[src/bcr_pkg.sv]
// package: register map, field layout, reset values and carriers for the bridge control register block
package bcr_pkg;

  // register offsets (byte addresses)
  localparam logic [7:0] OFF_INT_BRIDGE = 8'h3c;  // interrupt line/pin and bridge control
  localparam logic [7:0] OFF_PM_CAP = 8'h40;      // power management capability header
  localparam logic [7:0] OFF_OVERRIDE = 8'h80;    // management override of read-only defaults
  localparam logic [7:0] OFF_IRQ_STATUS = 8'h84;  // sticky event status, cleared by read
  localparam logic [7:0] OFF_IRQ_MASK = 8'h88;    // event mask

  // bridge control field positions
  localparam int BIT_POISON_RESP = 16;
  localparam int BIT_ERR_FWD = 17;
  localparam int BIT_LEGACY_IO = 18;
  localparam int BIT_VGA_EN = 19;
  localparam int BIT_VGA_16 = 20;
  localparam int BIT_SEC_RESET = 22;

  // capability fixed values
  localparam logic [7:0] PM_CAP_ID = 8'h01;
  localparam logic [7:0] NEXT_PTR_UP = 8'h5c;
  localparam logic [7:0] NEXT_PTR_DOWN = 8'h4c;
  localparam logic [2:0] PM_REVISION = 3'h3;

  // overridable defaults
  localparam logic [7:0] RST_INT_PIN = 8'h00;
  localparam logic RST_DEV_INIT = 1'h0;
  localparam logic [2:0] RST_AUX_CURRENT = 3'h7;
  localparam logic RST_D1 = 1'h1;
  localparam logic RST_D2 = 1'h1;
  localparam logic [4:0] RST_PME_SUPPORT = 5'h1f;

  // event status bit positions
  localparam int EV_POISON = 0;
  localparam int EV_ERR = 1;
  localparam int EV_RESET = 2;
  localparam int EV_NUM = 3;

  // bridge control writable fields
  typedef struct packed {
    logic poison_resp;
    logic err_fwd;
    logic legacy_io;
    logic vga_en;
    logic vga_16;
    logic sec_reset;
  } bcr_ctrl_s;

  // overridable read-only defaults
  typedef struct packed {
    logic [7:0] int_pin;
    logic dev_init;
    logic [2:0] aux_current;
    logic d1;
    logic d2;
    logic [4:0] pme_support;
  } bcr_ovr_s;

endpackage : bcr_pkg

[src/bcr_regs.sv]
// module: bridge control and power management capability register logic for one port
`timescale 1ns/100ps
////////////////////////////////////////////////////////////////////////////
// register map as seen on the plain register port
//
// 3ch bridge word
//   [7:0]   interrupt line, read/write scratch for software
//   [15:8]  interrupt pin, read-only, default from the override set
//   [16]    poison response enable
//   [17]    secondary error forwarding enable
//   [18]    legacy io alias forwarding
//   [19]    vga forwarding enable
//   [20]    vga 16-bit io decode
//   [21]    hardwired zero
//   [22]    secondary bus reset
//   [31:23] hardwired zero
//
// 40h power management capability header, all read-only
//   [7:0]   capability id
//   [15:8]  next pointer, depends on port role
//   [18:16] revision
//   [20:19] zero
//   [21]    device specific init, overridable
//   [24:22] aux current, overridable
//   [25]    d1 support, overridable
//   [26]    d2 support, overridable
//   [31:27] pme support, overridable
//
// 80h readback of the override set, 84h sticky status, 88h mask
//
////////////////////////////////////////////////////////////////////////////
// timing
//
// a read strobe at edge n puts the word on rdata after edge n; rdata is
// zero in every other cycle, so a bus without a read valid can or the ports
// together. writes land at the strobe edge and take effect in the next cycle.
// datapath decodes are one flop deep: an address or pulse sampled at edge n
// shows on its output after edge n. the upstream reset level is treated as
// foreign and passes two flops, so a downstream port's reset follows it after three
// edges. a read of the status word clears it, but an event in the same cycle
// is kept so that no event is ever lost between a read and its clear.
//
////////////////////////////////////////////////////////////////////////////
module bcr_regs #(
  parameter bit IS_UPSTREAM = 1'b0  // port role
) (
  input wire logic clk,
  input wire logic reset_n,
  input wire logic [7:0] addr,             // register byte address
  input wire logic [31:0] wdata,           // write data
  input wire logic wr,                     // write strobe
  input wire logic rd,                     // read strobe
  input wire logic ovr_wr,                 // management / auto-load strobe for defaults
  input wire bcr_pkg::bcr_ovr_s ovr_data,  // new defaults
  input wire logic upstream_sec_reset,     // upstream port secondary reset level
  input wire logic poison_seen,            // poisoned packet on secondary, pulse
  input wire logic err_msg_seen,           // error message from secondary, pulse
  input wire logic [31:0] io_addr,         // io transaction address
  input wire logic [31:0] mem_addr,        // memory transaction address
  input wire logic io_in_window,           // io address inside io window
  output logic [31:0] rdata,               // read data, cycle after rd
  output logic poison_report,              // poison detected and reported, pulse
  output logic err_forward,                // error message forwarded upstream, pulse
  output logic io_upstream,                // io access goes upstream
  output logic io_downstream,              // io access goes downstream
  output logic vga_mem_hit,                // vga memory range forwarded
  output logic vga_io_hit,                 // vga io range forwarded
  output logic port_reset_n,               // reset to attached devices
  output logic irq                         // level interrupt
);

  ////////////////////////////////////////////////////////////////////////////
  // state
  typedef struct packed {
    bcr_pkg::bcr_ctrl_s ctrl;
    bcr_pkg::bcr_ovr_s ovr;
    logic [bcr_pkg::EV_NUM-1:0] status;
    logic [bcr_pkg::EV_NUM-1:0] mask;
    logic [7:0] int_line;
    logic [31:0] rdata;
    logic poison_report;
    logic err_forward;
    logic io_upstream;
    logic io_downstream;
    logic vga_mem_hit;
    logic vga_io_hit;
    logic port_reset_n;
    logic irq;
    logic upr_s1;   // synchroniser first stage
    logic upr_s2;   // synchroniser second stage
  } bcr_state_s;

  bcr_state_s st;       // registered state
  bcr_state_s next_st;  // next state

  logic [31:0] bridge_word;  // assembled 3ch word
  logic [31:0] pm_word;      // assembled 40h word
  localparam int EV_NUM_W = bcr_pkg::EV_NUM;
  logic [EV_NUM_W-1:0] ev;   // events this cycle
  logic legacy_alias;        // address in isa alias area
  logic vga_io_low;          // low ten bits in vga ranges
  logic reset_req;           // reset requested

  ////////////////////////////////////////////////////////////////////////////
  // combinational next state
  always_comb
  begin
    next_st = st;
    // read-only fields assembled; reserved and legacy bits zero
    bridge_word = 32'h0;
    bridge_word[7:0] = st.int_line;
    bridge_word[15:8] = st.ovr.int_pin;
    bridge_word[bcr_pkg::BIT_POISON_RESP] = st.ctrl.poison_resp;
    bridge_word[bcr_pkg::BIT_ERR_FWD] = st.ctrl.err_fwd;
    bridge_word[bcr_pkg::BIT_LEGACY_IO] = st.ctrl.legacy_io;
    bridge_word[bcr_pkg::BIT_VGA_EN] = st.ctrl.vga_en;
    bridge_word[bcr_pkg::BIT_VGA_16] = st.ctrl.vga_16;
    bridge_word[bcr_pkg::BIT_SEC_RESET] = st.ctrl.sec_reset;
    pm_word = 32'h0;
    pm_word[7:0] = bcr_pkg::PM_CAP_ID;
    pm_word[15:8] = IS_UPSTREAM ? bcr_pkg::NEXT_PTR_UP : bcr_pkg::NEXT_PTR_DOWN;
    pm_word[18:16] = bcr_pkg::PM_REVISION;
    pm_word[21] = st.ovr.dev_init;
    pm_word[24:22] = st.ovr.aux_current;
    pm_word[25] = st.ovr.d1;
    pm_word[26] = st.ovr.d2;
    pm_word[31:27] = st.ovr.pme_support;
    // datapath decodes
    next_st.poison_report = poison_seen & st.ctrl.poison_resp;
    next_st.err_forward = err_msg_seen & st.ctrl.err_fwd;
    legacy_alias = (io_addr[31:16] == 16'h0) && (io_addr[9:8] != 2'h0);
    next_st.io_upstream = io_in_window & st.ctrl.legacy_io & legacy_alias;
    next_st.io_downstream = io_in_window & ~(st.ctrl.legacy_io & legacy_alias);
    next_st.vga_mem_hit = st.ctrl.vga_en && (mem_addr >= 32'h000a0000) && (mem_addr <= 32'h000bffff);
    vga_io_low = ((io_addr[9:0] >= 10'h3b0) && (io_addr[9:0] <= 10'h3bb)) ||
                 ((io_addr[9:0] >= 10'h3c0) && (io_addr[9:0] <= 10'h3df));
    next_st.vga_io_hit = st.ctrl.vga_en && vga_io_low && (io_addr[31:16] == 16'h0) &&
                         (!st.ctrl.vga_16 || (io_addr[15:10] == 6'h0));
    // upstream reset level crosses in through two flops
    next_st.upr_s1 = upstream_sec_reset;
    next_st.upr_s2 = st.upr_s1;
    reset_req = st.ctrl.sec_reset | (~IS_UPSTREAM & st.upr_s2);
    next_st.port_reset_n = ~reset_req;
    ev = '0;
    ev[bcr_pkg::EV_POISON] = next_st.poison_report;
    ev[bcr_pkg::EV_ERR] = next_st.err_forward;
    ev[bcr_pkg::EV_RESET] = reset_req & st.port_reset_n;
    // management override of defaults
    if (ovr_wr)
    begin
      next_st.ovr = ovr_data;
    end
    // register writes
    if (wr && addr == bcr_pkg::OFF_INT_BRIDGE)
    begin
      next_st.int_line = wdata[7:0];
      next_st.ctrl.poison_resp = wdata[bcr_pkg::BIT_POISON_RESP];
      next_st.ctrl.err_fwd = wdata[bcr_pkg::BIT_ERR_FWD];
      next_st.ctrl.legacy_io = wdata[bcr_pkg::BIT_LEGACY_IO];
      next_st.ctrl.vga_en = wdata[bcr_pkg::BIT_VGA_EN];
      next_st.ctrl.vga_16 = wdata[bcr_pkg::BIT_VGA_16];
      next_st.ctrl.sec_reset = wdata[bcr_pkg::BIT_SEC_RESET];
    end
    else if (wr && addr == bcr_pkg::OFF_IRQ_MASK)
    begin
      next_st.mask = wdata[EV_NUM_W-1:0];
    end
    // reads; status cleared on read, new events win
    next_st.rdata = 32'h0;
    if (rd)
    begin
      unique case (addr)
        bcr_pkg::OFF_INT_BRIDGE: next_st.rdata = bridge_word;
        bcr_pkg::OFF_PM_CAP: next_st.rdata = pm_word;
        bcr_pkg::OFF_OVERRIDE: next_st.rdata = {13'h0, st.ovr};
        bcr_pkg::OFF_IRQ_STATUS:
        begin
          next_st.rdata = {29'h0, st.status};
          next_st.status = '0;
        end
        bcr_pkg::OFF_IRQ_MASK: next_st.rdata = {29'h0, st.mask};
        default: next_st.rdata = 32'h0;  // unmapped reads zero
      endcase
    end
    next_st.status = next_st.status | ev;
    next_st.irq = |(next_st.status & next_st.mask);
  end

  ////////////////////////////////////////////////////////////////////////////
  // state register
  always_ff @(posedge clk or negedge reset_n)
  begin
    if (!reset_n)
    begin
      st <= '0;
      st.ovr <= {bcr_pkg::RST_INT_PIN, bcr_pkg::RST_DEV_INIT, bcr_pkg::RST_AUX_CURRENT,
                 bcr_pkg::RST_D1, bcr_pkg::RST_D2, bcr_pkg::RST_PME_SUPPORT};
      st.port_reset_n <= 1'b1;
    end
    else
    begin
      st <= next_st;
    end
  end

  // outputs straight from flops
  assign rdata = st.rdata;
  assign poison_report = st.poison_report;
  assign err_forward = st.err_forward;
  assign io_upstream = st.io_upstream;
  assign io_downstream = st.io_downstream;
  assign vga_mem_hit = st.vga_mem_hit;
  assign vga_io_hit = st.vga_io_hit;
  assign port_reset_n = st.port_reset_n;
  assign irq = st.irq;

  ////////////////////////////////////////////////////////////////////////////
  // assertions
  // every property samples on the rising clock and is off during reset.
  // the checks look at the registered outputs (a_ovr at st.ovr) one cycle after the cause,
  // which is the latency the user of this block sees.
  // read checks look at rdata in the cycle after the strobe only.
  // decode checks cover both sides of poison_resp, err_fwd and legacy_io; vga_en is checked disabled only and vga_16 enabled only.
  property p_vgaio;
    @(posedge clk) disable iff (!reset_n) !st.ctrl.vga_en |=> !vga_io_hit;
  endproperty
  a_vgaio: assert property (p_vgaio) else $error("vga io forwarded while disabled");

  property p_vga16;
    @(posedge clk) disable iff (!reset_n) st.ctrl.vga_16 && io_addr[15:10] != 6'h0 |=> !vga_io_hit;
  endproperty
  a_vga16: assert property (p_vga16) else $error("vga io hit with upper bits in 16-bit mode");

  property p_ioup;
    @(posedge clk) disable iff (!reset_n)
      io_in_window && st.ctrl.legacy_io && io_addr[31:16] == 16'h0 && io_addr[9:8] != 2'h0 |=>
      io_upstream && !io_downstream;
  endproperty
  a_ioup: assert property (p_ioup) else $error("legacy alias not sent upstream");

  property p_poisonen;
    @(posedge clk) disable iff (!reset_n) poison_seen && st.ctrl.poison_resp |=> poison_report;
  endproperty
  a_poisonen: assert property (p_poisonen) else $error("poison not reported while enabled");

  property p_nextptr;
    @(posedge clk) disable iff (!reset_n) rd && addr == bcr_pkg::OFF_PM_CAP |=>
      rdata[15:8] == (IS_UPSTREAM ? 8'h5c : 8'h4c);
  endproperty
  a_nextptr: assert property (p_nextptr) else $error("next pointer wrong");

  property p_memout;
    @(posedge clk) disable iff (!reset_n) mem_addr > 32'h000bffff || mem_addr < 32'h000a0000 |=> !vga_mem_hit;
  endproperty
  a_memout: assert property (p_memout) else $error("vga memory hit outside range");

  property p_ovr;
    @(posedge clk) disable iff (!reset_n) ovr_wr |=> st.ovr == $past(ovr_data);
  endproperty
  a_ovr: assert property (p_ovr) else $error("override not loaded");

  property p_pmrsvd;
    @(posedge clk) disable iff (!reset_n) rd && addr == bcr_pkg::OFF_PM_CAP |=> rdata[20] == 1'b0;
  endproperty
  a_pmrsvd: assert property (p_pmrsvd) else $error("reserved capability bit set");

  property p_poison;
    @(posedge clk) disable iff (!reset_n) poison_seen && !st.ctrl.poison_resp |=> !poison_report;
  endproperty
  a_poison: assert property (p_poison) else $error("poison reported while disabled");

  property p_errfwd;
    @(posedge clk) disable iff (!reset_n) err_msg_seen |=> (err_forward == $past(st.ctrl.err_fwd));
  endproperty
  a_errfwd: assert property (p_errfwd) else $error("error forward not gated");

  property p_secrst;
    @(posedge clk) disable iff (!reset_n) st.ctrl.sec_reset |=> !port_reset_n;
  endproperty
  a_secrst: assert property (p_secrst) else $error("port reset not asserted");

  property p_uprst;
    @(posedge clk) disable iff (!reset_n) (!IS_UPSTREAM && upstream_sec_reset) [*3] |=> !port_reset_n;
  endproperty
  a_uprst: assert property (p_uprst) else $error("upstream reset not propagated");

  property p_pmread;
    @(posedge clk) disable iff (!reset_n) rd && addr == bcr_pkg::OFF_PM_CAP |=>
      rdata[7:0] == 8'h01 && rdata[18:16] == 3'h3 && rdata[20:19] == 2'h0;
  endproperty
  a_pmread: assert property (p_pmread) else $error("capability read wrong");

  property p_legacy;
    @(posedge clk) disable iff (!reset_n) rd && addr == bcr_pkg::OFF_INT_BRIDGE |=>
      rdata[21] == 1'b0 && rdata[31:23] == 9'h0;
  endproperty
  a_legacy: assert property (p_legacy) else $error("legacy bits not zero");

  property p_vgamem;
    @(posedge clk) disable iff (!reset_n) !st.ctrl.vga_en |=> !vga_mem_hit;
  endproperty
  a_vgamem: assert property (p_vgamem) else $error("vga forwarded while disabled");

  property p_iodir;
    @(posedge clk) disable iff (!reset_n) io_in_window && !st.ctrl.legacy_io |=> io_downstream && !io_upstream;
  endproperty
  a_iodir: assert property (p_iodir) else $error("io window not forwarded downstream");

  c_irq: cover property (@(posedge clk) disable iff (!reset_n) $rose(irq));
  c_vga: cover property (@(posedge clk) disable iff (!reset_n) vga_io_hit);
  c_up: cover property (@(posedge clk) disable iff (!reset_n) io_upstream);
  c_rst: cover property (@(posedge clk) disable iff (!reset_n) $fell(port_reset_n));
  c_poison: cover property (@(posedge clk) disable iff (!reset_n) poison_report);

endmodule : bcr_regs

[config.mk]
export PLATFORM = sky130hd
export DESIGN_NAME = bcr_regs
export DESIGN_NICKNAME = d
export VERILOG_FILES = /design/src/bcr_pkg.sv /design/src/bcr_regs.sv
export SDC_FILE = /design/constraint.sdc
export NUM_CORES = 1
export LEC_CHECK = 0
export BUFFER_PORTS_ARGS = -buffer_cell sky130_fd_sc_hd__buf_2
export CAP_MARGIN = 10
export CORE_MARGIN = 5
export CORE_UTILIZATION = 41
export DETAILED_ROUTE_END_ITERATION = 10
export PLACE_DENSITY = 0.76
export SLEW_MARGIN = 30
export SYNTH_ARGS = -nofsm -noshare
export SYNTH_HDL_FRONTEND = slang
export SYNTH_SLANG_ARGS = --single-unit
export TNS_END_PERCENT = 5
[constraint.sdc]
create_clock -name clk -period 1.15 [get_ports clk]
set_input_delay 0.23 -clock clk [delete_from_list [all_inputs] [get_ports clk]]
set_output_delay 0.23 -clock clk [all_outputs]
set_load 0.02 [all_outputs]
# Word-level counts from Yosys, hierarchy flattened
# Index checks and enable logic that the tools add are counted.
dict set report totals {
  register_bits 81
  output_inout_bits 40
}
dict set report classes {
  magnitude_cmp 6
  n_eq_ne 5
  mux 6
  bitwise_logic 12
  reduce_logical 17
}
# op count
set ops {}
lappend ops {{$pmux W32 S5} 1}
lappend ops {{$ge A32 B20 Y1 const B} 1}
lappend ops {{$le A32 B20 Y1 const B} 1}
lappend ops {{$mux W32} 1}
lappend ops {{$eq A8 B8 Y1 const B} 3}
lappend ops {{$ge A10 B10 Y1 const B} 2}
lappend ops {{$le A10 B10 Y1 const B} 2}
lappend ops {{$logic_not A16 Y1} 1}
lappend ops {{$mux W3} 4}
lappend ops {{$logic_and A1 B1 Y1} 10}
lappend ops {{$eq A8 B6 Y1 const B} 1}
lappend ops {{$eq A8 B7 Y1 const B} 1}
lappend ops {{$and A1 B1 Y1} 7}
lappend ops {{$logic_not A6 Y1} 1}
lappend ops {{$and A3 B3 Y3} 1}
lappend ops {{$or A3 B3 Y3} 1}
lappend ops {{$reduce_or A3 Y1} 1}
lappend ops {{$logic_or A1 B1 Y1} 2}
lappend ops {{$not A1 Y1} 2}
lappend ops {{$reduce_bool A2 Y1} 1}
lappend ops {{$logic_not A1 Y1} 1}
lappend ops {{$or A1 B1 Y1} 1}

# Longest topological paths before layout
# Gate-level depths: netlist of the first run.
dict set report depth {
  depth_word 6
  depth_mapped 8
  mapped_depth_nobuf 5
}

# Worst setup path after synthesis of the first run
# OpenSTA, ideal clock, no wires.
dict set report synth_timing {
  kind {input port to flip-flop}
  start {input port addr[5]}
  end {register st, in the netlist irq}
  setup_ns 0.119
  t_arrival_ns 1.704
  slack_ns -0.672
  stages 5
  path_buffers 0
  path_cell_list {or4b_4 nor3b_4 mux2_4 a22oi_2 a21bo_1}
}
# element line_no
set synth_rtl {}
lappend synth_rtl {{from (decl)} bcr_regs.sv:49} ;# input wire logic [7:0] addr,
lappend synth_rtl {{to (signal assigned)} bcr_regs.sv:202} ;# st <= next_st;
lappend synth_rtl {{to (decl)} bcr_regs.sv:93} ;# bcr_state_s st;

==> results of run 1 <==
-- worst max-delay path by stage --
stage	end	slack, ps	depth (start not counted)
floorplan	irq	-670	5
global placement	irq	-800	6
detailed placement	irq	-860	6
CTS	irq	-480	6
global route	irq	-530	6
finish	irq	-520	6
-- cell type report --
| type | count | area, µm² | share of cell area (%) |
|---|---|---|---|
| timing repair buffer | 163 | 965 | 20.8 |
| clock buffer | 9 | 124 | 2.67 |
| clock inverter | 7 | 143 | 3.08 |
| multi-input combinational | 150 | 1230 | 26.5 |
| inverter | 1 | 3.75 | 0.0810 |
| tap | 105 | 131 | 2.83 |
| sequential | 81 | 2040 | 44.0 |
-- cell families after synthesis --
family,after synthesis
mux,37
flops,81
buf+inv,43
compound gates,41
simple gates,72
-- worst register-to-register path: cells and delay by family (launching register included) --
kind	cells	cell delay (ps)
simple gates	1	170
compound gates	3	590
flops	1	390
-- sequential cells by signal (all words and copies together), names as in the netlist --
| signal | count |
|---|---|
| st | 7 |
| err_forward | 1 |
| poison_report | 1 |
| pm_word | 11 |
| vga_mem_hit | 1 |
| port_reset_n | 1 |
| irq | 1 |
| vga_io_hit | 1 |
| bridge_word | 22 |
| next_st | 1 |
| io_downstream | 1 |
| io_upstream | 1 |
| rdata | 32 |
-- per-stage QoR --
step	std cells	setup TNS, ps	util, %	setup WS [ps]	area (µm²)
after CTS	513	-1370	55.4	-478	4570
final	516	-2790	56.1	-521	4640
after floorplan	274	-13920	-	-672	3530
after global routing	516	-3660	56.1	-528	4640
after detailed placement	495	-21490	51.6	-858	4260
after global placement	495	-19570	51.6	-801	4260
-- placed cells by master, fill, tap and decap left out, drive strengths merged, types with 2 or more instances in the layout --
cell	count
nor4	4
mux2	36
dfrtp	70
nor3	3
a22oi	6
nor4b	3
bufinv	4
dfstp	11
a21o	3
clkbuf	9
nor2	15
a21oi	9
dlygate4sd3	2
a22o	13
o21ai	4
nand2	11
buf	161
and2	15
clkinv	3
and3	5
nand4	2
or4	2
a32oi	3
nor2b	2
-- routing by layer --
metal,vias up,track usage [%]
li1,1202,-
met1,1264,19.3
met2,120,28.3
met3,14,5.39
met4,2,5.25
met5,-,0
-- report_power, final --
| part | leakage, µW | total, µW | internal [µW] | switching, µW |
|---|---|---|---|---|
| clock network | 0.000133 | 2690 | 1670 | 1020 |
| logic | 0.00119 | 588 | 327 | 261 |
| registers | 0.00105 | 3110 | 3010 | 96.3 |
-- repair_timing --
item                       4_1_cts  5_1_grt
setup endpoints to repair       39       48
hold buffers                     2        0
pin swaps                        1        3
hold endpoints to repair        71        0
gates resized for setup          8       10
buffers inserted                 0        3
==> flow_summary.yaml, run 1 <==
worst_setup_path:
  arrival_ps: 1900
  crit_buf_inv: 1
  worst_ep_required_time_ps: 1380
  worstPathCellList: "buf_6, or4b_4, nor3b_4, mux2_4, a22oi_2, a21bo_1"
  critPathLaunch: "addr[5]"
  rrSetupSlack_ps: -110
  timing.rr.end: "irq"
  cp_max_fo: 3
  setup.worst_path.end_class: "flop"
  critPathTopFamily: "simple AND/OR/NAND/NOR gates"
  crit_type: "in -> reg"
  reg2reg_depth: 4
  worst_path_max_delay_cell: "or4b_4"
  slowest_delay_ps: 560
  start_kind: "primary input"
  regToRegStartpoint: "bridge_word[17]"
floorplan:
  initial_core_util_pct: 42.3
  core_um2: 8260
  num_rows: 33
  ios: 172
  fp.dieW_um: 102
  fp.dieArea_um2: 10500
  fp.dieH_um: 102
clocking:
  numClockSinks: 81
  clkTransAtPathRegs_ps: 80
  h-tree-depth: 3
  cts_buffers: 9
  cts_max_path_buffers: 2
  clk_latency_ps: 340
  cts_tree: "done"
  clk_root_buffer_cell: "clkbuf_8"
sta:
  hold_viol: 0
  setup_slack_ps: -521
  hold_ws_ps: 110
  maxSlewViolCount: 0
  relSlewSlack_pct: 72.5
  fmax_mhz: 598
  tightestPinTransition_ps: 413
  period_share_pct: 145
  min_period_ps: 1670
  final-setup-viol-count: 38
  clock_skew_ps: 9.01
  grt_setup_unrepaired: "true"
synthesis:
  synth_top_family_by_area: "simple AND/OR/NAND/NOR gates"
  synth_cell_types: 43
  yosys_warnings: 0
  synth_edf_count: 0
  synthAdderAreaFrac_pct: 0
  synth-compound-area-share_pct: 8.75
  syn_inst: 274
  muxShareOfSynthArea_pct: 12.1
  synthesis.area_um2: 3490
  synth_commonest_cells: "dfrtp_1 (70), mux2_2 (34), buf_4 (32)"
  synth_ff_type: "dfrtp_1"
  synth-simple-area-share_pct: 12.3
  synthArstFlopShare_pct: 100
  synth_area_leader_cell: "dfrtp_1"
  synth-xor-area-share_pct: 0
  synth_area_leaders: "dfrtp_1 (50%), mux2_2 (11%), dfstp_2 (8.3%)"
  synth_top_area_share_pct: 50.2
  syn_avg_cell_area_um2: 12.7
  synth_seq_cells: 81
  synth_nets: 406
  yosysSeqAreaShare_pct: 58.5
  synth_most_common_cell: "dfrtp_1"
detailed_routing:
  via_count: 2602
  detail-route-antenna-nets: 0
  dr.pass1.iters: 4
  met2_length_mm: 4.31
  wl_met1_mm: 3.31
  totalWireLength_mm: 8.54
  met3_length_um: 749
  wl_per_cell_um: 16.5
  drt_iter0_markers: 99
  maxUsedRoutingLayer: "met5"
  vias_per_cell: 5.04
  route.detailed.drc: 0
job:
  maxCapViolCount: 0
placement:
  place_congestion: 0.824
  io_buffers: 134
  hpwl_mm: 6.54
global_routing:
  grt_usage_pct: 16.4
  grt_pass1_vias: 2712
  grt_overflow_total: 0
  antenna_found_initial: 1
  grt_max_degree: 82
  grt_pass1_wl_mm: 13.0
power:
  peakVddDrop_mv: 0.835
  power.total_uw: 6380
  powerDensity_nw_per_um2: 1380
  leakagePower_uw: 0.00238
run_status:
  failed_checks: "negative setup slack"
  outcome: "finished, violations left"
hold_path:
  whs_path_depth: 2
  hold_path_end: "io_upstream"
  hold_class: "in -> reg"
  hp-start: "io_in_window"
cells_and_area:
  diodes: 0
  area_growth_pct: 32.8
  drive_gt1_share_pct: 59.6
  fillers: 693
  nNetsFinal: 538
Note: power is estimated with default switching activity, not from simulation.
==> run 2: changes to the inputs <==
- CELL_PAD_IN_SITES_DETAIL_PLACEMENT: default -> 0
- CELL_PAD_IN_SITES_GLOBAL_PLACEMENT: default -> 1
- CORE_UTILIZATION: 41 -> 31
- PLACE_DENSITY: 0.76 -> default
- PLACE_DENSITY_LB_ADDON: default -> 0.1
- SKIP_CTS_REPAIR_TIMING: default -> 1
==> flow_summary.yaml, run 2 (synthesis gave the netlist of run 1 again) <==
power:
  swShare_pct: 23.3
  comb_power_share_pct: 9.3
  peakVddDrop_mv: 0.568
  p_sw_uw: 1530
  power.total_uw: 6590
  clkPwrFrac_pct: 43.6
  power.internal_uw: 5060
  powerDensity_nw_per_um2: 1370
  leakagePower_uw: 0.00243
  seqPwrFrac_pct: 47.2
cells_and_area:
  regArea_um2: 2040
  diodes: 0
  fillers: 1044
  final_core_util_pct: 43.9
  final_cell_mix: "buf_2 (129), dfrtp_1 (70), mux2_2 (33), buf_4 (27), and2_1 (14)"
  drive_gt1_share_pct: 60.2
  largest_register_ffs: 32
  design_area_um2: 4810
  area_growth_pct: 37.7
  fin_cells: 557
  multi_input_area_um2: 1260
  final_common_cell: "buf_2"
  nNetsFinal: 544
floorplan:
  core_um2: 10900
  fp.dieH_um: 116
  ios: 172
  fp.dieArea_um2: 13500
  fp.dieW_um: 116
  num_rows: 38
  initial_core_util_pct: 31.9
run_status:
  failed_checks: "negative setup slack"
  outcome: "finished, violations left"
sta:
  clock_skew_ps: 8.39
  final-setup-viol-count: 26
  period_share_pct: 141
  maxSlewViolCount: 0
  grt_setup_unrepaired: "true"
  min_period_ps: 1620
  relSlewSlack_pct: 78.2
  hold_viol: 0
  setup_slack_ps: -473
  tightestPinTransition_ps: 324
  fmax_mhz: 616
global_routing:
  grt_pass1_wl_mm: 14.1
  grt_pass1_vias: 2727
  grt_use_met1_pct: 18.5
  top_usage_layer: "met2"
  grt_overflow_total: 0
  antenna_found_initial: 1
  grt_max_degree: 44
  grt_usage_pct: 13.9
  met2_usage_pct: 21.9
  grt_util_met3_pct: 4.61
placement:
  pre_cts_slack_ps: -845
  place_area_um2: 4380
  place_congestion: 0.793
  io_buffers: 134
  hpwl_mm: 6.89
  place_inst: 538
worst_setup_path:
  start_kind: "primary input"
  crit_type: "in -> reg"
  regToRegStartpoint: "bridge_word[17]"
  timing.rr.end: "irq"
  reg2reg_depth: 4
  cp_max_fo: 3
  arrival_ps: 1850
  setup.worst_path.end_class: "flop"
  rrSetupSlack_ps: -90
  worst_ep_required_time_ps: 1380
clocking:
  clk_root_buffer_cell: "clkbuf_16"
  cts_buffers: 9
  clk_latency_ps: 330
  numClockSinks: 81
  h-tree-depth: 3
  clkTransAtPathRegs_ps: 60
  cts_max_path_buffers: 2
  cts_tree: "done"
detailed_routing:
  via_count: 2590
  wl_per_cell_um: 16.2
  route.detailed.drc: 0
  dr.pass1.iters: 4
  detail-route-antenna-nets: 0
  vias_per_cell: 4.65
  drt_iter0_markers: 132
  totalWireLength_mm: 9.05
job:
  maxCapViolCount: 0
hold_path:
  hold_path_end: "io_upstream"
  hold_class: "in -> reg"
  hp-start: "io_in_window"
  whs_path_depth: 2
-- run 2: cell types whose count changed in the layout (fill, tap and decap cells not counted), moves of 2 or more --
| cell | previous run | this run |
|---|---|---|
| clkbuf_16 | 0 | 9 |
| buf_6 | 3 | 5 |
| inv_6 | 0 | 2 |
| bufinv_16 | 4 | 1 |
| clkbuf_8 | 9 | 0 |
| buf_4 | 24 | 27 |
-- run 2: worst max path at each step --
stage                       start   to  slack, ps  cells after the start
final                     addr[5]  irq       -470                      6
after floorplan           addr[5]  irq       -670                      5
after CTS                 addr[5]  irq       -500                      6
after detailed placement  addr[5]  irq       -840                      6
after global routing      addr[5]  irq       -530                      6
after global placement    addr[5]  irq       -820                      6
-- run 2: final cells by class --
cell class | count | area share, %
Sequential cell | 81 | 42.5
Timing Repair Buffer | 168 | 21.3
Inverter | 1 | 0.0781
Multi-Input combinational cell | 151 | 26.2
Clock inverter | 7 | 1.61
Clock buffer | 9 | 4.69
Tap cell | 140 | 3.64
-- run 2: power by group through the flow --
stage	combinational (µW)	sequential [µW]	clock (µW)
detailed placement	596	3160	0
global route	680	3130	3110
CTS	597	3110	2960
global placement	590	3160	0
finish	612	3110	2870
floorplan	228	3140	0
-- run 2: metrics by stage --
step	TNS (ps)	hold slack, ps
floorplan	-13920	-65.6
global placement	-25370	82.1
detailed placement	-25350	85.1
CTS	-6750	-272
global route	-4080	114
finish	-2260	114
-- run 2: critical path, stage by stage --
cell and delay, ps:
buf_6 90, or4b_4 550, nor3b_4 270, mux2_4 340, a22oi_2 150, a21bo_1 210
-- run 2: routing by layer --
metal / vias up / routed length, µm
li1: 1228 / -
met1: 1235 / 3850
met2: 119 / 4310
met3: 6 / 835
met4: 2 / 52
met5: - / 7
